**config.mk**
```make
export PLATFORM = sky130hd
export DESIGN_NAME = timer_ctrl_regs
export DESIGN_NICKNAME = d
export VERILOG_FILES = /design/src/hdl/timer_ctrl_regs.v
export VERILOG_INCLUDE_DIRS = /design/src /design/src/hdl
export SDC_FILE = /design/constraint.sdc
export NUM_CORES = 1
export LEC_CHECK = 0
export BUFFER_PORTS_ARGS = -buffer_cell sky130_fd_sc_hd__buf_2
export CORE_UTILIZATION = 30
export DETAILED_ROUTE_END_ITERATION = 16
export SLEW_MARGIN = 10
export SYNTH_ARGS = -nofsm -noshare
export SYNTH_HDL_FRONTEND = slang
export SYNTH_SLANG_ARGS = --single-unit
export TNS_END_PERCENT = 50
```
**constraint.sdc**
```tcl
create_clock -name CLK -period 3.3 [get_ports CLK]
set_input_delay 0.33 -clock CLK [delete_from_list [all_inputs] [get_ports CLK]]
set_output_delay 0.33 -clock CLK [all_outputs]
set_load 0.02 [all_outputs]
```
**src/hdl/timer_ctrl_consts.vh**
```
// Constants for the timer control register block.
`ifndef TIMER_CTRL_CONSTS_VH
`define TIMER_CTRL_CONSTS_VH
`define RIDX_READ_REQ      8'h02
`define RIDX_CTRL_B_CLR    8'h04
`define RIDX_CTRL_B_SET    8'h05
`define RIDX_CTRL_C        8'h06
`define RIDX_DEBUG         8'h08
`define RIDX_STATUS        8'h0f
`define RIDX_SWRST         8'h10
`define ADDR_LSB           2
`define ADDR_W             8
`define RR_ADDR_HI         4
`define RR_REQ_BIT         15
`define RR_ADDR_W          5
`define COUNT_OFFSET       5'h10
`define CC_OFFSET_LO       5'h18
`define CC_OFFSET_HI       5'h1f
`define CMD_HI             7
`define CMD_LO             6
`define SINGLE_PASS_ENABLE_BIT        2
`define DIR_BIT            0
`define CMD_NONE           2'h0
`define CMD_RETRIGGER      2'h1
`define CMD_STOP           2'h2
`define CMD_RESERVED       2'h3
`define CPT_LO             4
`define CPT_HI             5
`define INV_HI             1
`define DBG_BIT            0
`define RESET_BYTE         8'h00
`define SYNC_CYCLES        3'h2
`define HTRANS_NONSEQ_BIT  1
`endif

```
**src/hdl/timer_ctrl_regs.v**
```verilog
// Timer control registers reached over AHB-Lite, with command hand-off to the counting core.
`timescale 1ns/1ns
`include "timer_ctrl_consts.vh"
module timer_ctrl_regs (
   input  wire        CLK,
   input  wire        NRST,
   input  wire        HSEL,
   input  wire [31:0] HADDR,
   input  wire [1:0]  HTRANS,
   input  wire        HWRITE,
   input  wire [2:0]  HSIZE,
   input  wire [31:0] HWDATA,
   input  wire        HREADY,
   output reg  [31:0] HRDATA,
   output reg         HREADYOUT,
   output reg         HRESP,
   input  wire        WRITE_PROTECT,
   input  wire        PRESC_TICK,
   input  wire        WRAP_EVENT,
   input  wire        DEBUG_HALT,
   output reg         CMD_RETRIGGER,
   output reg         CMD_STOP,
   output reg         COUNT_DOWN,
   output reg         SINGLE_PASS_ENABLE,
   output reg         SINGLE_PASS_ENABLE_STOP,
   output reg  [1:0]  CAPTURE_SELECT,
   output reg  [1:0]  OUTPUT_INVERT,
   output reg         RUN_WHILE_HALTED,
   output reg         COUNTER_HALT,
   output reg         READ_SYNC_REQUEST,
   output reg  [4:0]  READ_SYNC_ADDR,
   output reg         SYNC_BUSY_FLAG
);

   // Address phase capture.
   reg                 wr_pend_q;
   reg                 rd_pend_q;
   reg [`ADDR_W-1:0]   idx_q;

   // Register fields as software sees them.
   reg [1:0]           cmd_q;
   reg                 single_pass_enable_q;
   reg                 dir_q;
   reg [1:0]           cpt_q;
   reg [1:0]           inv_q;
   reg                 dbg_q;

   // Read synchronization state.
   reg [`RR_ADDR_W-1:0] rr_addr_q;
   reg [2:0]           sync_cnt_q;
   reg                 busy_q;
   reg [7:0]           rd_byte;
   reg [`RR_ADDR_W-1:0] wr_rr_addr;

   // Decoded strobes of the current address and data phases.
   wire                take;
   wire                wr_ok;
   wire [7:0]          wb;
   wire                rr_eligible;
   wire                rr_accept;
   wire                rr_fire;

   // A transfer is taken when the slave is selected, the bus is ready and HTRANS is NONSEQ or SEQ.
   assign take  = HSEL && HREADY && HTRANS[`HTRANS_NONSEQ_BIT];
   assign wb    = HWDATA[7:0];
   assign wr_ok = wr_pend_q && !WRITE_PROTECT;
   // Only the counter value and capture/compare offsets may be read-synchronized.
   assign rr_eligible = (wr_rr_addr == `COUNT_OFFSET) ||
                        ((wr_rr_addr >= `CC_OFFSET_LO) && (wr_rr_addr <= `CC_OFFSET_HI));
   // An eligible address is taken on any write; a one in the request bit
   // also starts the hand-off, so the address and the request leave together.
   assign rr_accept = wr_ok && (idx_q == `RIDX_READ_REQ) && rr_eligible;
   assign rr_fire   = rr_accept && HWDATA[`RR_REQ_BIT];

   // Address field of a read request, as written.
   always @* begin
      wr_rr_addr = HWDATA[`RR_ADDR_HI:0];
   end

   // Bus slave: one-cycle address capture, always OKAY. A write is answered
   // without wait states and lands at the edge that ends its data phase. A
   // read inserts one wait state, so that its data can come from a flop and
   // already shows a write that finished just before it.
   always @(posedge CLK or negedge NRST) begin
      if (!NRST) begin
         wr_pend_q <= 1'b0;
         rd_pend_q <= 1'b0;
         idx_q     <= `RESET_BYTE;
         HREADYOUT <= 1'b1;
         HRESP     <= 1'b0;
      end else begin
         wr_pend_q <= take && HWRITE;
         rd_pend_q <= take && !HWRITE;
         // The index is held until the next address phase, through any wait.
         if (take) begin
            idx_q <= HADDR[`ADDR_W+`ADDR_LSB-1:`ADDR_LSB];
         end
         // Ready drops only in the first data-phase cycle of a read.
         HREADYOUT <= !(take && !HWRITE);
         HRESP     <= 1'b0;
      end
   end

   // Read mux: both control views show the same register, so a change made
   // through one view shows at once through the other. Unmapped offsets and
   // the write-only bits read as zero.
   always @* begin
      rd_byte = `RESET_BYTE;
      if ((idx_q == `RIDX_CTRL_B_CLR) || (idx_q == `RIDX_CTRL_B_SET)) begin
         rd_byte = {cmd_q, 3'h0, single_pass_enable_q, 1'b0, dir_q};
      end else if (idx_q == `RIDX_CTRL_C) begin
         rd_byte = {2'h0, cpt_q, 2'h0, inv_q};
      end else if (idx_q == `RIDX_DEBUG) begin
         rd_byte = {7'h00, dbg_q};
      end else if (idx_q == `RIDX_READ_REQ) begin
         rd_byte = {3'h0, rr_addr_q};
      end else if (idx_q == `RIDX_STATUS) begin
         rd_byte = {7'h00, busy_q};
      end else begin
         rd_byte = `RESET_BYTE;
      end
   end

   // Read data is loaded in the wait state of a read, from the index held
   // since the address phase, and then stands through the last data-phase
   // cycle, where the master takes it.
   always @(posedge CLK or negedge NRST) begin
      if (!NRST) begin
         HRDATA <= 32'h0000_0000;
      end else if (rd_pend_q) begin
         HRDATA <= {24'h000000, rd_byte};
      end
   end

   // Control register B, capture/inversion and command handling. A tick
   // retires the pending command; a write in the same cycle is applied after
   // it and so wins, which keeps a freshly posted command from being lost.
   always @(posedge CLK or negedge NRST) begin
      if (!NRST) begin
         cmd_q     <= `CMD_NONE;
         single_pass_enable_q <= 1'b0;
         dir_q     <= 1'b0;
         cpt_q     <= 2'h0;
         inv_q     <= 2'h0;
      end else if (wr_ok && (idx_q == `RIDX_SWRST) && wb[0]) begin
         cmd_q     <= `CMD_NONE;
         single_pass_enable_q <= 1'b0;
         dir_q     <= 1'b0;
         cpt_q     <= 2'h0;
         inv_q     <= 2'h0;
      end else begin
         // Executed command reads back as zero.
         if (PRESC_TICK) begin
            cmd_q <= `CMD_NONE;
         end
         if (wr_ok && (idx_q == `RIDX_CTRL_B_CLR)) begin
            if (wb[`CMD_HI:`CMD_LO] != `CMD_NONE) begin
               cmd_q <= `CMD_NONE;
            end
            if (wb[`SINGLE_PASS_ENABLE_BIT]) begin
               single_pass_enable_q <= 1'b0;
            end
            if (wb[`DIR_BIT]) begin
               dir_q <= 1'b0;
            end
         end
         if (wr_ok && (idx_q == `RIDX_CTRL_B_SET)) begin
            if ((wb[`CMD_HI:`CMD_LO] != `CMD_NONE) &&
                (wb[`CMD_HI:`CMD_LO] != `CMD_RESERVED)) begin
               cmd_q <= wb[`CMD_HI:`CMD_LO];
            end
            if (wb[`SINGLE_PASS_ENABLE_BIT]) begin
               single_pass_enable_q <= 1'b1;
            end
            if (wb[`DIR_BIT]) begin
               dir_q <= 1'b1;
            end
         end
         // Capture and inversion bits are plain read/write fields.
         if (wr_ok && (idx_q == `RIDX_CTRL_C)) begin
            cpt_q <= wb[`CPT_HI:`CPT_LO];
            inv_q <= wb[`INV_HI:0];
         end
      end
   end

   // Debug control is untouched by the software reset, so a debugger that
   // lets the counter run keeps that choice across it.
   always @(posedge CLK or negedge NRST) begin
      if (!NRST) begin
         dbg_q <= 1'b0;
      end else if (wr_ok && (idx_q == `RIDX_DEBUG)) begin
         dbg_q <= wb[`DBG_BIT];
      end
   end

   // Read synchronization: a request, or a write to a synchronized control
   // register, sets busy for a fixed hand-off time. A new start in the cycle
   // in which the count runs out wins, so busy never drops under a transfer.
   always @(posedge CLK or negedge NRST) begin
      if (!NRST) begin
         rr_addr_q  <= `COUNT_OFFSET;
         busy_q     <= 1'b0;
         sync_cnt_q <= 3'h0;
      end else begin
         if (busy_q) begin
            if (sync_cnt_q == 3'h0) begin
               busy_q <= 1'b0;
            end else begin
               sync_cnt_q <= sync_cnt_q - 3'h1;
            end
         end
         if (rr_accept) begin
            rr_addr_q <= wr_rr_addr;
            if (rr_fire) begin
               busy_q     <= 1'b1;
               sync_cnt_q <= `SYNC_CYCLES;
            end
         end
         // Writes to control registers B and C are handed across too and report busy meanwhile.
         if (wr_ok && ((idx_q == `RIDX_CTRL_B_CLR) || (idx_q == `RIDX_CTRL_B_SET) ||
                       (idx_q == `RIDX_CTRL_C))) begin
            busy_q     <= 1'b1;
            sync_cnt_q <= `SYNC_CYCLES;
         end
      end
   end

   // Strobes to the counting core: one pulse for each executed command, at the edge
   // after the tick that executes it, and a single pass stop at the edge after a wrap while single pass is enabled.
   always @(posedge CLK or negedge NRST) begin
      if (!NRST) begin
         CMD_RETRIGGER      <= 1'b0;
         CMD_STOP           <= 1'b0;
         SINGLE_PASS_ENABLE_STOP       <= 1'b0;
      end else begin
         CMD_RETRIGGER      <= PRESC_TICK && (cmd_q == `CMD_RETRIGGER);
         CMD_STOP           <= PRESC_TICK && (cmd_q == `CMD_STOP);
         SINGLE_PASS_ENABLE_STOP       <= WRAP_EVENT && single_pass_enable_q;
      end
   end

   // Mode copies for the counting core, one cycle behind the register fields.
   always @(posedge CLK or negedge NRST) begin
      if (!NRST) begin
         COUNT_DOWN         <= 1'b0;
         SINGLE_PASS_ENABLE <= 1'b0;
         CAPTURE_SELECT     <= 2'h0;
         OUTPUT_INVERT      <= 2'h0;
      end else begin
         COUNT_DOWN         <= dir_q;
         SINGLE_PASS_ENABLE <= single_pass_enable_q;
         CAPTURE_SELECT     <= cpt_q;
         OUTPUT_INVERT      <= inv_q;
      end
   end

   // Debug halt: the counter stops with the device unless the run bit is set.
   always @(posedge CLK or negedge NRST) begin
      if (!NRST) begin
         RUN_WHILE_HALTED   <= 1'b0;
         COUNTER_HALT       <= 1'b0;
      end else begin
         RUN_WHILE_HALTED   <= dbg_q;
         COUNTER_HALT       <= DEBUG_HALT && !dbg_q;
      end
   end

   // Read synchronization outputs. The address leaves with its request, so
   // the counting core never pairs a request with the previous address.
   always @(posedge CLK or negedge NRST) begin
      if (!NRST) begin
         READ_SYNC_REQUEST  <= 1'b0;
         READ_SYNC_ADDR     <= `COUNT_OFFSET;
         SYNC_BUSY_FLAG     <= 1'b0;
      end else begin
         READ_SYNC_REQUEST  <= rr_fire;
         if (rr_accept) begin
            READ_SYNC_ADDR  <= wr_rr_addr;
         end else begin
            READ_SYNC_ADDR  <= rr_addr_q;
         end
         SYNC_BUSY_FLAG     <= busy_q;
      end
   end

endmodule // timer_ctrl_regs

```
==> out/results.txt <==
Number of flops mapped to enable cells by yosys: 0. The run gives 30.9% as the clock network fraction of total power. For the area of all sequential standard cells, the log shows 0.00125 mm2. The run gives 5 as the number of buffers inserted during clock tree synthesis.

For the final routed database, the setup TNS stands at 0 ps. The number of buffer and inverter instances along the worst setup path was 1; the number of global-route vias before repair was 1471. Once layout is done, the placed cells without fillers occupy 0.00271 mm2. TritonCTS built the clock tree. The remaining max-slew budget at the tightest pin is 58.6%.

During placement, the flow inserted port buffers numbering 53. After floorplanning, the core was divided into 31 placement rows. In this run the horizontal extent of the chip is 90.4 um. The minimum clock period is 1880 ps.

Sorting the synthesized cells by area gives the leading types as dfrtp_1 (51%), buf_4 (8.0%), mux2_2 (6.3%). The post-route netlist has 31.3% of its cells at a drive strength greater than 1. The maximum fanout encountered on the critical timing path came out at 11. The tools report the number of sinks handled by clock tree synthesis as 50. The number of cells after detailed placement is 356, and the data arrival at the endpoint of the critical path is 2060 ps. Post-synthesis cell count: 211.

The HPWL after detailed placement is 3.30 mm. The tools report the number of hold violations in the final report as 0. In the synthesized netlist the dominant register cell turns out to be dfrtp_1. Of all flip-flops after synthesis, the portion carrying an async set or reset was 100%. Net switching is 27.9% of the power.

The tools report the count of inserted antenna diode cells as 0. For the pin with the worst max-slew slack, the measured transition is 620 ps. The part of the power in combinational logic was 15.7%. The cell with the biggest individual delay on the critical path is dfrtp_1. The kind of cell with the highest combined delay along the critical path is simple AND/OR/NAND/NOR gates. The final wirelength was 4.39 mm; the number of hold buffers added after CTS was 0. Max-cap violations in this run came to 0. The run gives 0.722 as the global placement routability congestion.

The run gives 0 as the max-slew violation count. The count of instances resized after the clock tree is built was 0. The largest stage delay on the critical path was 410 ps; the starting density of the core was 31.6%. From bottom edge to top edge, the die measures 90.4 um. The multi-input logic area came out at 908 um2. The signal on the critical path passes through nor4_2 > buf_4 > nand2_1 > nor3_4 > mux2_2.

The overall global routing resource usage came out at 11.1%. STA classifies the critical path endpoint as a flip-flop. Summed over all cells, the static leakage comes to 1.42 nW.

Each instance of the synthesized netlist takes up on average 11.1 um2. Relative to the synthesized area, the layout overhead comes to 15.8%. The number of antenna violations at the first check in global routing was 0.

After synthesis, the netlist uses 42 different library cells. For flop-to-flop paths, the worst setup slack is 1420 ps. For the worst setup path, the data required time is 3480 ps. Setup repair after global routing left no endpoint under its margin. Entering global routing, the biggest net connects 51 pins.

The synthesized design contains 50 register bits. The maximum clock frequency was 532 MHz; the global route total overflow was 0. STA classifies the critical path startpoint as a flip-flop. The I/O pin count is 130, and the count of buffers added by post-CTS timing repair for setup is 0. In this run the biggest area consumer among cell types represents 51.3% of the synthesized area. Clock tree synthesis selected as its root buffer the cell clkbuf_8. The DRC violation count after routing is 0, and the period utilization is 56.9%. Yosys printed 0 warnings.

The clock tree synthesis step divided the H-tree into 2 levels. The power density of the placed cells is 497 mW/mm2. Cell internal power was estimated by the tool at 0.973 mW. The run gives 2 as the number of buffers on the longest clock path. For this block, the initial DRC count from the detailed router was 86. The worst IR drop on VDD came out at 0.000223 V. The cell type contributing the most total cell area after synthesis was dfrtp_1.

After filler insertion, the fill cell instance count of the layout stands at 762. In this run the cell area of the synthesized design comes to 0.00234 mm2. The logs give 53.5% for the sequential-to-total area share from yosys stat and 7.17 mm for the wire length of the first global-routing pass. The tightest min-delay check is of the in -> async type.

The flow ran to the end, and the final reports show no timing, DRC or antenna violations. On the final layout, the worst clock skew is 7.66 ps. The count of TritonRoute iterations in the first routing pass was 4; the post-CTS clock slew at the launch and capture registers of the worst setup and hold paths was 90 ps. Setup violations remaining at the end of the flow were counted as 0. The final standard cell utilization of the core came out at 36.6%.

The tools report the standard cell core area as 0.00741 mm2. The net count of the finished layout is 345. The sequential group share of total power is 53.4%.

Summed over all nets, the switching power comes to 0.377 mW. Once detail routing completed, the nets flagged for antenna violations numbered 0. The placed instances occupy a cell area of 0.00260 mm2. In the routed layout, each cell is associated on average with a via count of 4.21. At the later pin of the worst-skew pair, clock insertion delay measures 290 ps.

Summing over every cut layer, the via total after detailed routing is 1533. The category of the most critical setup path is reg -> reg. The average routed wire per standard cell was 12.1 um; the area of the die was 0.00816 mm2. The finished layout holds 364 standard cells, fillers aside.
worst paths after layout:
check | depth (start not counted) | from | to
min in group CLK | 2 | WRAP_EVENT | SINGLE_PASS_ENABLE_STOP
worst max-delay path | 5 | idx_q[5] | READ_SYNC_ADDR[0]
worst min-delay path | 1 | NRST | CMD_RETRIGGER
worst min register to register | 0 | cpt_q[1] | CAPTURE_SELECT[1]
worst max register to register | 5 | idx_q[5] | READ_SYNC_ADDR[0]
max in group asynchronous | 1 | NRST | READ_SYNC_ADDR[3]
power groups by stage:
stage	sequential, mW	clock, mW	combinational, mW
5_1_grt	0.731	0.449	0.237
2_1_floorplan	0.718	0	0.176
3_3_place_gp	0.732	0	0.207
3_5_place_dp	0.734	0	0.214
6_report	0.721	0.417	0.211
4_1_cts	0.722	0.431	0.214
flip-flops by register name, indices dropped and copies added, names as in the netlist, 2 cells and up:
signal	flops
OUTPUT_INVERT	2
idx_q	8
HRDATA	8
cmd_q	2
inv_q	2
READ_SYNC_ADDR	5
sync_cnt_q	3
CAPTURE_SELECT	2
cpt_q	2
kinds of logic after synthesis:
| logic type | Yosys count | share of synthesized area (%) |
|---|---|---|
| muxes | 20 | 9.24 |
| DFF | 50 | 53.5 |
| and+or+nand+nor | 69 | 16.9 |
| xor gates and xnor gates | 1 | 0.374 |
| other | 1 | 0.160 |
| adders and majority gates | 3 | 1.60 |
| AOI/OAI and AO/OA | 23 | 6.68 |
| buffers and inverters | 44 | 11.5 |
synth_stat cells (all sizes together) (3+ instances only):
cell	count
and2	4
nand4	4
dfrtp	48
a22o	3
nor3	4
nand2	17
clkbuf	3
mux2	13
a31oi	3
nor2	19
mux2i	7
nand3	5
inv	12
a21oi	5
ha	3
o21ai	4
buf	29
per-layer routing:
layer  share of wire (%)  global-route usage, %  vias up  wire length [um]
met5                   0                      0        -                 0
met4                   0                   2.82        0                 0
met3                 5.9                   3.28        0               260
met2                  47                   16.8       52              2080
met1                  47                   15.6      713              2050
li1                    -                      -      768                 -
layout make-up:
type,count,area share (%)
Clock buffer,7,2.81
Sequential cell,50,46.2
Multi-Input combinational cell,141,33.5
Clock inverter,1,1.11
Timing Repair Buffer,54,10.1
Tap cell,99,4.57
Inverter,12,1.66
worst reg2reg max path, stage by stage, from the launching register on:
cell and delay, ps:
dfrtp_1 410, nor4_2 260, buf_4 210, nand2_1 160, nor3_4 340, mux2_2 380
cells in the final DEF, fill, tap and decap left out, drive strengths merged, types with 3 or more instances in the layout:
| cell | netlist | routed |
|---|---|---|
| a21oi | 5 | 5 |
| nor3 | 4 | 4 |
| nand4 | 4 | 4 |
| mux2i | 7 | 7 |
| nor2 | 19 | 19 |
| a31oi | 3 | 3 |
| inv | 12 | 12 |
| nand2 | 17 | 17 |
| a22o | 3 | 3 |
| ha | 3 | 3 |
| mux2 | 13 | 13 |
| dfrtp | 48 | 48 |
| nand3 | 5 | 5 |
| conb | 1 | 25 |
| clkbuf | 3 | 7 |
| o21ai | 4 | 4 |
| and2 | 4 | 4 |
| buf | 29 | 54 |
stage by stage:
step                      setup WS, ps  hold WS [ps]  power, mW
after floorplan                   1720          34.4      0.894
after global placement            1440           385      0.939
after detailed placement          1410           389      0.948
after CTS                         1390           249       1.37
after global routing              1250          98.6       1.42
final                             1420          53.3       1.35
Power figures use the tool's default switching activity.
